==> src/ccp_pkg.sv <==
/*
 * Shared constants and types for the four-unit capture/compare/PWM block:
 * register offsets, field positions, mode codes, bus answers and carriers.
 * Assumes it is compiled before every other file of the block.
 */
`default_nettype none

package ccp_pkg;

	// ----------------------------------------------------------------
	// Sizes
	// ----------------------------------------------------------------
	localparam int UNITS    = 4;
	localparam int ADDR_W   = 8;
	localparam int DATA_W   = 32;
	localparam int VALUE_W  = 16;
	localparam int DUTY_W   = 10;

	// ----------------------------------------------------------------
	// Register map (byte addresses)
	// ----------------------------------------------------------------
	localparam logic [7:0] UNIT_AREA_END  = 8'h40; // Per-unit pairs below this
	localparam logic [1:0] SLOT_CONTROL   = 2'h0;  // unit_control at base + 0x0
	localparam logic [1:0] SLOT_VALUE     = 2'h1;  // Value register at base + 0x4
	localparam logic [7:0] ADDR_STATUS    = 8'h40;
	localparam logic [7:0] ADDR_MASK      = 8'h44;
	localparam logic [7:0] ADDR_BUS_IO    = 8'h48;
	localparam logic [7:0] ADDR_PIN_STATE = 8'h4c;

	// unit_control fields
	localparam int CTRL_W        = 6;
	localparam int MODE_LSB      = 0;
	localparam int DUTY_LOW_LSB  = 4;
	// bus_io_control: message_stamp_select bit
	localparam int STAMP_SEL_BIT = 4;

	// ----------------------------------------------------------------
	// Mode codes of unit_mode_field
	// ----------------------------------------------------------------
	localparam logic [3:0] MODE_OFF        = 4'h0;
	localparam logic [3:0] MODE_TOGGLE     = 4'h2;
	localparam logic [3:0] MODE_CAP_FALL   = 4'h4;
	localparam logic [3:0] MODE_CAP_RISE   = 4'h5;
	localparam logic [3:0] MODE_CAP_RISE4  = 4'h6;
	localparam logic [3:0] MODE_CAP_RISE16 = 4'h7;
	localparam logic [3:0] MODE_SET_HIGH   = 4'h8;
	localparam logic [3:0] MODE_SET_LOW    = 4'h9;
	localparam logic [3:0] MODE_FLAG_ONLY  = 4'ha;
	localparam logic [3:0] MODE_SPECIAL    = 4'hb;
	localparam logic [1:0] MODE_PWM_TOP    = 2'h3; // Upper two bits 11 mean PWM

	// Prescaler terminal counts
	localparam logic [3:0] PRESC_ZERO   = 4'h0;
	localparam logic [3:0] PRESC4_LAST  = 4'h3;
	localparam logic [3:0] PRESC16_LAST = 4'hf;

	// AXI answers
	localparam logic [1:0] RESP_OKAY   = 2'h0;
	localparam logic [1:0] RESP_SLVERR = 2'h2;

	// ----------------------------------------------------------------
	// Types
	// ----------------------------------------------------------------
	typedef struct packed {
		logic [CTRL_W-1:0]  ctrl;       // {duty_low_bits, unit_mode_field}
		logic [VALUE_W-1:0] value;      // Capture, compare or duty value
		logic               prev_in;    // Last synchronised input level
		logic               prev_match; // Last compare result
		logic [3:0]         presc;      // Capture prescale count
	} ccp_unit_t;

	typedef struct packed {
		logic       hit;
		logic       is_unit;
		logic [1:0] unit;
		logic [1:0] slot;
	} ccp_dec_t;

	typedef struct packed {
		logic               awready;
		logic               wready;
		logic               bvalid;
		logic [1:0]         bresp;
		logic               arready;
		logic               rvalid;
		logic [1:0]         rresp;
		logic [DATA_W-1:0]  rdata;
		ccp_unit_t [UNITS-1:0] unit;
		logic [UNITS-1:0]   status;
		logic [UNITS-1:0]   mask;
		logic               stamp_sel;
		logic [UNITS-1:0]   pin;
		logic [UNITS-1:0]   pin_oe;
		logic [UNITS-1:0]   tmr_rst;
		logic               irq;
	} ccp_state_t;

	typedef struct packed {
		logic [UNITS-1:0][VALUE_W-1:0] count;
	} ccp_timers_t;

endpackage : ccp_pkg

`default_nettype wire

==> src/ccp_unit_bank.sv <==
/*
 * Four capture/compare/PWM units behind an AXI4-Lite register slave, with
 * a sticky event status, an event mask and one level interrupt.
 * Assumes per-unit 16-bit timer counts and a 10-bit PWM time base on the
 * same clock, a one-cycle message-received pulse from the bus controller on
 * the same clock, and asynchronous capture pins.
 */
`default_nettype none
`timescale 1ns/1ps

// Overview of operation
// - Mode code 0000 disables a unit and clears its internal state, so it does nothing.
// - Mode 0010 toggles the unit pin on each compare match and sets the unit event flag.
// - Mode 0100 captures on each falling input edge, or on each received message if selected.
// - Mode 0101 captures on each rising input edge, or on each received message if selected.
// - Mode 0110 captures on every fourth rising edge or every fourth received message.
// - Mode 0111 captures on every sixteenth rising edge or every sixteenth received message.
// - Mode 1000 starts the pin low and forces it high on a match, setting the event flag.
// - Mode 1001 starts the pin high and forces it low on a match, setting the event flag.
// - Mode 1011 resets the unit timer on a match and sets the flag, with no conversion start.
// - Codes 11xx select PWM with a 10-bit duty made of two control bits and the value low byte.
// - Each unit has one 16-bit value register used for capture, compare or duty.
// - Only the first unit can take the message time stamp, which then replaces its pin.
// - All four units behave alike, except that only the first can take the message time stamp.
module ccp_unit_bank (
	input  wire logic                                clk_sys_in,
	input  wire logic                                srst_in,
	// AXI4-Lite slave
	input  wire logic [ccp_pkg::ADDR_W-1:0]          s_axi_awaddr_in,
	input  wire logic                                s_axi_awvalid_in,
	output var  logic                                s_axi_awready_out,
	input  wire logic [ccp_pkg::DATA_W-1:0]          s_axi_wdata_in,
	input  wire logic [3:0]                          s_axi_wstrb_in,
	input  wire logic                                s_axi_wvalid_in,
	output var  logic                                s_axi_wready_out,
	output var  logic [1:0]                          s_axi_bresp_out,
	output var  logic                                s_axi_bvalid_out,
	input  wire logic                                s_axi_bready_in,
	input  wire logic [ccp_pkg::ADDR_W-1:0]          s_axi_araddr_in,
	input  wire logic                                s_axi_arvalid_in,
	output var  logic                                s_axi_arready_out,
	output var  logic [ccp_pkg::DATA_W-1:0]          s_axi_rdata_out,
	output var  logic [1:0]                          s_axi_rresp_out,
	output var  logic                                s_axi_rvalid_out,
	input  wire logic                                s_axi_rready_in,
	// Unit surroundings
	input  wire ccp_pkg::ccp_timers_t                timers_in,
	input  wire logic [ccp_pkg::DUTY_W-1:0]          pwm_base_in,
	input  wire logic                                msg_received_in,
	input  wire logic [ccp_pkg::UNITS-1:0]           cap_pin_in,
	output var  logic [ccp_pkg::UNITS-1:0]           unit_pin_out,
	output var  logic [ccp_pkg::UNITS-1:0]           unit_pin_oe_out,
	output var  logic [ccp_pkg::UNITS-1:0]           timer_reset_out,
	output var  logic                                irq_out
);

	// ----------------------------------------------------------------
	// Helpers
	// ----------------------------------------------------------------
	// Address decode, shared by the write and read paths
	function automatic ccp_pkg::ccp_dec_t decode(input logic [ccp_pkg::ADDR_W-1:0] a);
		ccp_pkg::ccp_dec_t d;
		d         = '0;
		d.unit    = a[5:4];
		d.slot    = a[3:2];
		d.is_unit = (a < ccp_pkg::UNIT_AREA_END);
		if (d.is_unit) begin
			d.hit = (d.slot == ccp_pkg::SLOT_CONTROL) || (d.slot == ccp_pkg::SLOT_VALUE);
		end else begin
			d.hit = (a == ccp_pkg::ADDR_STATUS) || (a == ccp_pkg::ADDR_MASK) ||
			        (a == ccp_pkg::ADDR_BUS_IO) || (a == ccp_pkg::ADDR_PIN_STATE);
		end
		return d;
	endfunction : decode

	// Codes 11xx are PWM whatever the low two bits hold
	function automatic logic is_pwm(input logic [3:0] mode);
		return mode[3:2] == ccp_pkg::MODE_PWM_TOP;
	endfunction : is_pwm

	// Modes in which the unit owns the pin
	function automatic logic drives_pin(input logic [3:0] mode);
		return is_pwm(mode) || (mode == ccp_pkg::MODE_TOGGLE) ||
		       (mode == ccp_pkg::MODE_SET_HIGH) || (mode == ccp_pkg::MODE_SET_LOW);
	endfunction : drives_pin

	// ----------------------------------------------------------------
	// State and sub-blocks
	// ----------------------------------------------------------------
	ccp_pkg::ccp_state_t          s;
	ccp_pkg::ccp_state_t          next_s;
	logic [ccp_pkg::UNITS-1:0]    cap_level;
	logic [ccp_pkg::UNITS-1:0]    pwm_level;

	// Pins are asynchronous, so every capture input is synchronised first
	ccp_sync #(
		.WIDTH (ccp_pkg::UNITS)
	) u_sync (
		.clk_sys_in (clk_sys_in),
		.srst_in    (srst_in),
		.async_in   (cap_pin_in),
		.level_out  (cap_level)
	);

	// One PWM comparator per unit; duty is value low byte plus two control bits
	for (genvar g = 0; g < ccp_pkg::UNITS; g++) begin : g_pwm
		ccp_pwm u_pwm (
			.clk_sys_in (clk_sys_in),
			.srst_in    (srst_in),
			.enable_in  (is_pwm(s.unit[g].ctrl[ccp_pkg::MODE_LSB +: 4])),
			.base_in    (pwm_base_in),
			.duty_in    ({s.unit[g].value[7:0],
			              s.unit[g].ctrl[ccp_pkg::DUTY_LOW_LSB +: 2]}),
			.level_out  (pwm_level[g])
		);
	end

	// ----------------------------------------------------------------
	// Next-state logic
	// ----------------------------------------------------------------
	// Bus handshakes, unit behaviour, then status and interrupt
	always_comb begin
		ccp_pkg::ccp_dec_t  wd;
		ccp_pkg::ccp_dec_t  rd;
		logic               wr_fire;
		logic               rd_fire;
		logic               clear_status;
		logic [3:0]         ev;
		logic [3:0]         mode;
		logic [3:0]         new_mode;
		logic [15:0]        tv;
		logic               rise;
		logic               fall;
		logic               src_rise;
		logic               src_fall;
		logic               match;
		logic               cap;
		wd           = decode(s_axi_awaddr_in);
		rd           = decode(s_axi_araddr_in);
		wr_fire      = s_axi_awvalid_in && s.awready && s_axi_wvalid_in && s.wready;
		rd_fire      = s_axi_arvalid_in && s.arready;
		clear_status = 1'b0;
		ev           = '0;
		mode         = '0;
		new_mode     = '0;
		tv           = '0;
		rise         = 1'b0;
		fall         = 1'b0;
		src_rise     = 1'b0;
		src_fall     = 1'b0;
		match        = 1'b0;
		cap          = 1'b0;
		next_s       = s;
		// Write channel: take address and data together, answer next cycle
		next_s.awready = s_axi_awvalid_in && s_axi_wvalid_in && !s.awready && !s.bvalid;
		next_s.wready  = next_s.awready;
		if (wr_fire) begin
			next_s.bvalid = 1'b1;
			next_s.bresp  = wd.hit ? ccp_pkg::RESP_OKAY : ccp_pkg::RESP_SLVERR;
			if (!wd.is_unit && s_axi_wstrb_in[0]) begin
				if (s_axi_awaddr_in == ccp_pkg::ADDR_MASK) begin
					next_s.mask = s_axi_wdata_in[ccp_pkg::UNITS-1:0];
				end
				if (s_axi_awaddr_in == ccp_pkg::ADDR_BUS_IO) begin
					next_s.stamp_sel = s_axi_wdata_in[ccp_pkg::STAMP_SEL_BIT];
				end
			end
		end else if (s.bvalid && s_axi_bready_in) begin
			next_s.bvalid = 1'b0;
		end
		// Read channel: a status read clears the sticky bits it returns
		next_s.arready = s_axi_arvalid_in && !s.arready && !s.rvalid;
		if (rd_fire) begin
			next_s.rvalid = 1'b1;
			next_s.rresp  = rd.hit ? ccp_pkg::RESP_OKAY : ccp_pkg::RESP_SLVERR;
			next_s.rdata  = '0;
			if (rd.hit && rd.is_unit) begin
				if (rd.slot == ccp_pkg::SLOT_CONTROL) begin
					next_s.rdata[ccp_pkg::CTRL_W-1:0] = s.unit[rd.unit].ctrl; // Bits 7:6 read 0
				end else begin
					next_s.rdata[ccp_pkg::VALUE_W-1:0] = s.unit[rd.unit].value;
				end
			end else if (s_axi_araddr_in == ccp_pkg::ADDR_STATUS) begin
				next_s.rdata[ccp_pkg::UNITS-1:0] = s.status;
				clear_status                     = 1'b1;
			end else if (s_axi_araddr_in == ccp_pkg::ADDR_MASK) begin
				next_s.rdata[ccp_pkg::UNITS-1:0] = s.mask;
			end else if (s_axi_araddr_in == ccp_pkg::ADDR_BUS_IO) begin
				next_s.rdata[ccp_pkg::STAMP_SEL_BIT] = s.stamp_sel;
			end else if (s_axi_araddr_in == ccp_pkg::ADDR_PIN_STATE) begin
				next_s.rdata[ccp_pkg::UNITS-1:0] = s.pin;
			end
		end else if (s.rvalid && s_axi_rready_in) begin
			next_s.rvalid = 1'b0;
		end
		// Units: identical logic, only the index differs
		next_s.tmr_rst = '0;
		for (int i = 0; i < ccp_pkg::UNITS; i++) begin
			mode     = s.unit[i].ctrl[ccp_pkg::MODE_LSB +: 4];
			tv       = timers_in.count[i];
			rise     = cap_level[i] && !s.unit[i].prev_in;
			fall     = !cap_level[i] && s.unit[i].prev_in;
			// Message pulse replaces the pin on unit 0 only
			src_rise = (i == 0 && s.stamp_sel) ? msg_received_in : rise;
			src_fall = (i == 0 && s.stamp_sel) ? msg_received_in : fall;
			match    = (tv == s.unit[i].value);
			cap      = 1'b0;
			next_s.unit[i].prev_in    = cap_level[i];
			next_s.unit[i].prev_match = match;
			// Matches count once, when equality begins, so a stalled timer
			// does not flood the flag
			unique case (mode)
				ccp_pkg::MODE_CAP_FALL:   cap = src_fall;
				ccp_pkg::MODE_CAP_RISE:   cap = src_rise;
				ccp_pkg::MODE_CAP_RISE4,
				ccp_pkg::MODE_CAP_RISE16: begin
					if (src_rise) begin
						if (s.unit[i].presc == ((mode == ccp_pkg::MODE_CAP_RISE4) ?
						    ccp_pkg::PRESC4_LAST : ccp_pkg::PRESC16_LAST)) begin
							cap                   = 1'b1;
							next_s.unit[i].presc = ccp_pkg::PRESC_ZERO;
						end else begin
							next_s.unit[i].presc = s.unit[i].presc + 4'h1;
						end
					end
				end
				ccp_pkg::MODE_TOGGLE: begin
					if (match && !s.unit[i].prev_match) begin
						next_s.pin[i] = !s.pin[i];
						ev[i]         = 1'b1;
					end
				end
				ccp_pkg::MODE_SET_HIGH: begin
					if (match && !s.unit[i].prev_match) begin
						next_s.pin[i] = 1'b1;
						ev[i]         = 1'b1;
					end
				end
				ccp_pkg::MODE_SET_LOW: begin
					if (match && !s.unit[i].prev_match) begin
						next_s.pin[i] = 1'b0;
						ev[i]         = 1'b1;
					end
				end
				ccp_pkg::MODE_FLAG_ONLY: begin
					ev[i] = match && !s.unit[i].prev_match;
				end
				ccp_pkg::MODE_SPECIAL: begin
					// Timer reset only; no conversion start leaves this block
					if (match && !s.unit[i].prev_match) begin
						next_s.tmr_rst[i] = 1'b1;
						ev[i]             = 1'b1;
					end
				end
				default: begin
					// Off, reserved codes and PWM: no capture or compare here
					if (is_pwm(mode)) begin
						next_s.pin[i] = pwm_level[i];
					end
				end
			endcase
			// Capture copies the timer and flags in the same cycle
			if (cap) begin
				next_s.unit[i].value = tv;
				ev[i]                = 1'b1;
			end
			// Value register writes; a capture in the same cycle wins
			if (wr_fire && wd.is_unit && wd.unit == 2'(i) && wd.slot == ccp_pkg::SLOT_VALUE
			    && !cap) begin
				if (s_axi_wstrb_in[0]) begin
					next_s.unit[i].value[7:0] = s_axi_wdata_in[7:0];
				end
				if (s_axi_wstrb_in[1]) begin
					next_s.unit[i].value[15:8] = s_axi_wdata_in[15:8];
				end
			end
			// Control writes restart the unit in its new mode
			if (wr_fire && wd.is_unit && wd.unit == 2'(i) &&
			    wd.slot == ccp_pkg::SLOT_CONTROL && s_axi_wstrb_in[0]) begin
				new_mode                  = s_axi_wdata_in[ccp_pkg::MODE_LSB +: 4];
				next_s.unit[i].ctrl       = s_axi_wdata_in[ccp_pkg::CTRL_W-1:0];
				next_s.unit[i].presc      = ccp_pkg::PRESC_ZERO;
				next_s.unit[i].prev_match = 1'b1;                         // No match on entry
				if (new_mode == ccp_pkg::MODE_OFF) begin
					next_s.unit[i].presc = ccp_pkg::PRESC_ZERO;
					next_s.pin[i]        = 1'b0;
					next_s.tmr_rst[i]    = 1'b0;
					ev[i]                = 1'b0;
				end else if (new_mode == ccp_pkg::MODE_SET_HIGH) begin
					next_s.pin[i] = 1'b0;
				end else if (new_mode == ccp_pkg::MODE_SET_LOW) begin
					next_s.pin[i] = 1'b1;
				end
			end
			next_s.pin_oe[i] = drives_pin(next_s.unit[i].ctrl[ccp_pkg::MODE_LSB +: 4]);
		end

		// Sticky status: a new event wins over a clearing read
		next_s.status = (clear_status ? '0 : s.status) | ev;
		next_s.irq    = |(next_s.status & next_s.mask);
	end

	// ----------------------------------------------------------------
	// State register
	// ----------------------------------------------------------------
	// Synchronous reset leaves every unit in the disabled mode
	always_ff @(posedge clk_sys_in) begin
		if (srst_in) begin
			s <= '0;
		end else begin
			s <= next_s;
		end
	end

	// ----------------------------------------------------------------
	// Outputs, all straight from the state register
	// ----------------------------------------------------------------
	assign s_axi_awready_out = s.awready;
	assign s_axi_wready_out  = s.wready;
	assign s_axi_bresp_out   = s.bresp;
	assign s_axi_bvalid_out  = s.bvalid;
	assign s_axi_arready_out = s.arready;
	assign s_axi_rdata_out   = s.rdata;
	assign s_axi_rresp_out   = s.rresp;
	assign s_axi_rvalid_out  = s.rvalid;
	assign unit_pin_out      = s.pin;
	assign unit_pin_oe_out   = s.pin_oe;
	assign timer_reset_out   = s.tmr_rst;
	assign irq_out           = s.irq;

endmodule : ccp_unit_bank

`default_nettype wire

==> src/ccp_sync.sv <==
/*
 * Two-flop synchroniser for a group of pin levels.
 * Assumes the inputs are asynchronous levels; only the second stage is read.
 */
`default_nettype none
`timescale 1ns/1ps

module ccp_sync #(
	parameter int WIDTH = 4
) (
	input  wire logic             clk_sys_in,
	input  wire logic             srst_in,
	input  wire logic [WIDTH-1:0] async_in,
	output var  logic [WIDTH-1:0] level_out
);

	typedef struct packed {
		logic [WIDTH-1:0] meta;
		logic [WIDTH-1:0] stable;
	} ccp_sync_state_t;

	ccp_sync_state_t s;
	ccp_sync_state_t next_s;

	// ----------------------------------------------------------------
	// Stages
	// ----------------------------------------------------------------
	// First stage feeds only the second stage
	always_comb begin
		next_s.meta   = async_in;
		next_s.stable = s.meta;
	end

	// Register the copy
	always_ff @(posedge clk_sys_in) begin
		if (srst_in) begin
			s <= '0;
		end else begin
			s <= next_s;
		end
	end

	assign level_out = s.stable;

endmodule : ccp_sync

`default_nettype wire

==> src/ccp_pwm.sv <==
/*
 * Ten-bit PWM comparator for one unit.
 * Assumes a shared 10-bit time base on the same clock that wraps to zero;
 * the duty value is taken over only when the base is zero, so a period
 * never sees a half-written duty.
 */
`default_nettype none
`timescale 1ns/1ps

module ccp_pwm (
	input  wire logic                       clk_sys_in,
	input  wire logic                       srst_in,
	input  wire logic                       enable_in,
	input  wire logic [ccp_pkg::DUTY_W-1:0] base_in,
	input  wire logic [ccp_pkg::DUTY_W-1:0] duty_in,
	output var  logic                       level_out
);

	typedef struct packed {
		logic [ccp_pkg::DUTY_W-1:0] duty;
		logic                       level;
	} ccp_pwm_state_t;

	ccp_pwm_state_t s;
	ccp_pwm_state_t next_s;

	// ----------------------------------------------------------------
	// Duty latch and compare
	// ----------------------------------------------------------------
	// Disabled unit holds its output low and its latched duty cleared
	always_comb begin
		next_s = s;
		if (!enable_in) begin
			next_s = '0;
		end else begin
			if (base_in == '0) begin
				next_s.duty = duty_in;
			end
			next_s.level = (base_in < next_s.duty);
		end
	end

	// Register the copy
	always_ff @(posedge clk_sys_in) begin
		if (srst_in) begin
			s <= '0;
		end else begin
			s <= next_s;
		end
	end

	assign level_out = s.level;

endmodule : ccp_pwm

`default_nettype wire

==> config.mk <==
export PLATFORM = sky130hd
export DESIGN_NAME = ccp_unit_bank
export DESIGN_NICKNAME = d
export VERILOG_FILES = /design/src/ccp_pkg.sv /design/src/ccp_unit_bank.sv /design/src/ccp_sync.sv /design/src/ccp_pwm.sv
export SDC_FILE = /design/constraint.sdc
export NUM_CORES = 1
export LEC_CHECK = 0
export ABC_CLOCK_PERIOD_IN_PS = 3400
export BUFFER_PORTS_ARGS = -buffer_cell sky130_fd_sc_hd__buf_2
export CORE_UTILIZATION = 50
export CTS_BUF_LIST = sky130_fd_sc_hd__clkbuf_16
export CTS_CLUSTER_DIAMETER = 80
export DETAILED_ROUTE_END_ITERATION = 6
export GPL_TIMING_DRIVEN = 1
export PLACE_DENSITY = 0.72
export SYNTH_ARGS = -nofsm -noshare
export SYNTH_HDL_FRONTEND = slang
export SYNTH_SLANG_ARGS = --single-unit
==> constraint.sdc <==
create_clock -name clk_sys_in -period 3.4 [get_ports clk_sys_in]
set_input_delay 0.34 -clock clk_sys_in [delete_from_list [all_inputs] [get_ports clk_sys_in]]
set_output_delay 0.34 -clock clk_sys_in [all_outputs]
set_load 0.01 [all_outputs]
==> results.sh <==
export IMPL_run_status="finished clean"
export IMPL_syn_to_final_growth_pct=12.1
export IMPL_numCtsBuffers=24
export IMPL_worst_path_max_fanout=4
export IMPL_design_die_area_um2=24000
export IMPL_die_span_y_um=155
export IMPL_grt_antenna_before_repair=1
export IMPL_tightest_slew_ps=852
export IMPL_timing_setup_critical_path_class="register to register"
export IMPL_post_drt_via_cell_ratio=5.93
export IMPL_reg2reg_from="s[87]"
export IMPL_layout_filler_cells=2011
export IMPL_ctsResizeCount=0
export IMPL_nature_of_the_critical_path_endpoint="register"
export IMPL_critPathArrivalTime_ps=3180
export IMPL_sequential_cell_area_um2=4160
export IMPL_avgRoutedWirePerCell_um=20.0
export IMPL_cts_repair_timing_setup_buffer_count=0
export IMPL_final_period_minus_worst_setup_slack_ps=2770
export IMPL_first_global_vias=9520
export IMPL_hold_crit_depth=2
export IMPL_commonest_non_fill_non_tap_cell_in_the_layout="sky130_fd_sc_hd__dfxtp_1"
export IMPL_grt_ovfl_total=0
export IMPL_drt_first_iter_violations=947
export IMPL_floorplan_rows=55
export IMPL_placement_setup_worst_slack_ps=615
export IMPL_hold_path_startpoint="cap_pin_in[0]"
export IMPL_worstSkewPairLatency_ps=540
export IMPL_worst_hold_margin_ps=37.0
export IMPL_syn_instance_count=1287
export IMPL_postCtsHoldBufs=0
export IMPL_drc_errors=0
export IMPL_dp_final_hpwl_um=24800
export IMPL_cp_startpoint="s[87]"
export IMPL_finalHoldViolations=0
export IMPL_wirelength_um=34000
export IMPL_max_slew_margin_pct=42.4
export IMPL_portBuffers=155
export IMPL_multi_input_combinational_cell_area_um2=6790
export IMPL_number_of_warning_messages_in_the_yosys_log=0
export IMPL_async_reset_ff_share_pct=0
export IMPL_wire_length_of_the_first_global_routing_pass_um=52200
export IMPL_setup_tns_ps=0
export IMPL_drt_pass1_iter_count=5
export IMPL_gp_congestion=0.896
export IMPL_cts_path_max_buffers=3
export IMPL_layout_cells_most_common_list="sky130_fd_sc_hd__dfxtp_1, sky130_fd_sc_hd__nor2_1, sky130_fd_sc_hd__buf_2"
export IMPL_yosysSeqAreaShare_pct=35.6
export IMPL_final_min_period_over_clock_period_pct=81.4
export IMPL_max_cap_viol_count=0
export IMPL_maxClockFrequency_mhz=361
export IMPL_synth_edff_count=0
export IMPL_timing_final_max_slew_violations=0
export IMPL_power_density_nw_per_um2=417
export IMPL_cts_sinks=208
export IMPL_die_w_um=155
export IMPL_drive_above_1_share_pct=19.4
export IMPL_initial_core_util_pct=51.3
export IMPL_leakage_uw=0.00514
export IMPL_yosys_cell_types_count=74
export IMPL_fin_skew_ps=28.2
export IMPL_report_final_setup_viol=0
export IMPL_grt_setup_unrepaired="false"
export IMPL_critical_path_required_ps=3820
export IMPL_timing_rr_end="unit_pin_out[2]"
export IMPL_register_bit_total_from_synthesis=208
export IMPL_cts_htree_levels=1
export IMPL_whs_endpoint="u_sync.next_s[0]"
export IMPL_postSynth_topFlopCell="sky130_fd_sc_hd__dfxtp_1"
export IMPL_ios=192
export IMPL_largest_net_degree_at_the_start_of_global_routing=76
export IMPL_r2r_depth=10
export IMPL_antenna_violating_nets_post_route=0
export IMPL_vdd_drop_max_v=0.000302
export IMPL_global_route_usage_total_pct=28.1
export IMPL_worst_hold_path_type="input port to register"
export IMPL_via_count=10100
export IMPL_floorplan_core_area_um2=22800
export IMPL_postLayoutSetupSlackWorst_ps=633
export IMPL_cp_start_kind="register"
export IMPL_cts_root_buf="sky130_fd_sc_hd__clkbuf_16"
export IMPL_design_final_nets=1555
export IMPL_syn_mean_instance_area_um2=9.08
export IMPL_tritoncts="built"
export IMPL_cts_reportedPaths_clkPinSlew_ps=60
export IMPL_mappedNetlistArea_um2=11700
export IMPL_worst_r2r_setup_slack_ps=630
Yosys cell counts, types with 6 or more instances:
master / count / area share [%]
sky130_fd_sc_hd__buf_4: 54 / 3.5
sky130_fd_sc_hd__nor4_1: 19 / 1.0
sky130_fd_sc_hd__buf_2: 20 / 0.86
sky130_fd_sc_hd__nor4b_1: 6 / 0.45
sky130_fd_sc_hd__nand3b_1: 10 / 0.64
sky130_fd_sc_hd__ha_1: 48 / 5.1
sky130_fd_sc_hd__a211oi_2: 8 / 0.86
sky130_fd_sc_hd__nand4_1: 23 / 1.2
sky130_fd_sc_hd__nand2b_1: 14 / 0.75
sky130_fd_sc_hd__o2111ai_1: 6 / 0.45
sky130_fd_sc_hd__inv_1: 15 / 0.48
sky130_fd_sc_hd__nor2b_1: 23 / 1.2
sky130_fd_sc_hd__a311oi_1: 16 / 1.2
sky130_fd_sc_hd__nor3_1: 17 / 0.73
sky130_fd_sc_hd__nand2_1: 98 / 3.1
sky130_fd_sc_hd__nor2_1: 175 / 5.6
sky130_fd_sc_hd__xor2_1: 40 / 3.0
sky130_fd_sc_hd__dfxtp_1: 208 / 36
sky130_fd_sc_hd__a211oi_1: 49 / 3.1
sky130_fd_sc_hd__mux2i_1: 112 / 9.6
sky130_fd_sc_hd__mux4_2: 22 / 4.2
sky130_fd_sc_hd__or2_2: 7 / 0.37
sky130_fd_sc_hd__nand3_1: 7 / 0.30
sky130_fd_sc_hd__a22oi_1: 12 / 0.77
sky130_fd_sc_hd__clkbuf_1: 46 / 1.5
sky130_fd_sc_hd__o21ai_0: 38 / 1.6
sky130_fd_sc_hd__mux2_2: 7 / 0.67
sky130_fd_sc_hd__xnor2_1: 33 / 2.5
sky130_fd_sc_hd__a31oi_1: 9 / 0.48
sky130_fd_sc_hd__a21oi_1: 53 / 2.3
flip-flops by register name, indices dropped and copies added (netlist names), 4 cells and up:
register and flops:
g_pwm.u_pwm.level_out 4, s_axi_rdata_out 16, timer_reset_out 4, s 121, unit_pin_oe_out 4, g_pwm.u_pwm.s 40
unit_pin_out 4, u_sync.next_s 4, u_sync.level_out 4
metrics by stage:
stage / util [%] / instances / cell area (um^2) / total power [uW]
6_report: 57.5 / 1701 / 13100 / 5460
5_1_grt: 57.5 / 1701 / 13100 / 5620
2_1_floorplan: - / 1304 / 11800 / 2700
3_3_place_gp: 53.9 / 1656 / 12300 / 2850
4_1_cts: 57.5 / 1700 / 13100 / 5480
3_5_place_dp: 53.9 / 1656 / 12300 / 2850
worst max path at each step:
stage                     slack, ps  depth (start not counted)                       end
after detailed placement        610                          9  g_pwm[2].u_pwm.level_out
after CTS                       650                         10           unit_pin_out[2]
final                           630                         10           unit_pin_out[2]
after global placement          650                          9  g_pwm[0].u_pwm.level_out
after floorplan                 800                          9  g_pwm[2].u_pwm.level_out
after global routing            520                         10           unit_pin_out[2]
cell type report:
class	instances	share of cell area (%)
clock inverter	20	1.59
tap	313	2.99
inverter	15	0.430
multi-input combinational	950	51.8
sequential	208	31.8
timing repair buffer	170	6.80
antenna	1	0.0191
clock buffer	24	4.58
layer usage:
layer	track usage, %	vias to the layer above	share of wire, %
met2	44.2	481	45
met3	6.13	72	9.4
met5	0	-	0
met1	37.2	4800	42
li1	-	4738	-
met4	12.1	0	3.5
worst max-delay path, stage by stage, from the launching register on:
cell and delay, ps:
sky130_fd_sc_hd__dfxtp_1 510, sky130_fd_sc_hd__xnor2_1 200, sky130_fd_sc_hd__nand4_1 150, sky130_fd_sc_hd__nor4_1 400, sky130_fd_sc_hd__buf_4 210, sky130_fd_sc_hd__nand2b_1 100
sky130_fd_sc_hd__ha_1 290, sky130_fd_sc_hd__nor4bb_1 290, sky130_fd_sc_hd__a21oi_1 70, sky130_fd_sc_hd__o21a_1 190, sky130_fd_sc_hd__a221oi_1 240
cells by family (layout without fill, tap and decap cells):
kind of cell / count (synthesis) / after routing / synth area share [%]
flops: 208 / 208 / 35.6
buf+inv: 146 / 229 / 6.92
simple gates: 441 / 441 / 18.6
mux: 141 / 141 / 14.5
compound gates: 229 / 229 / 13.7
other cells: 1 / 19 / 0.0321
xor+xnor: 73 / 73 / 5.47
fa+ha+maj: 48 / 48 / 5.14
where the power goes:
| part | switching [uW] | internal, uW |
|---|---|---|
| logic | 224 | 132 |
| registers | 5.83 | 2450 |
| clock network | 1060 | 1590 |
| total | 1290 | 4170 |
Power figures use the tool's default switching activity.
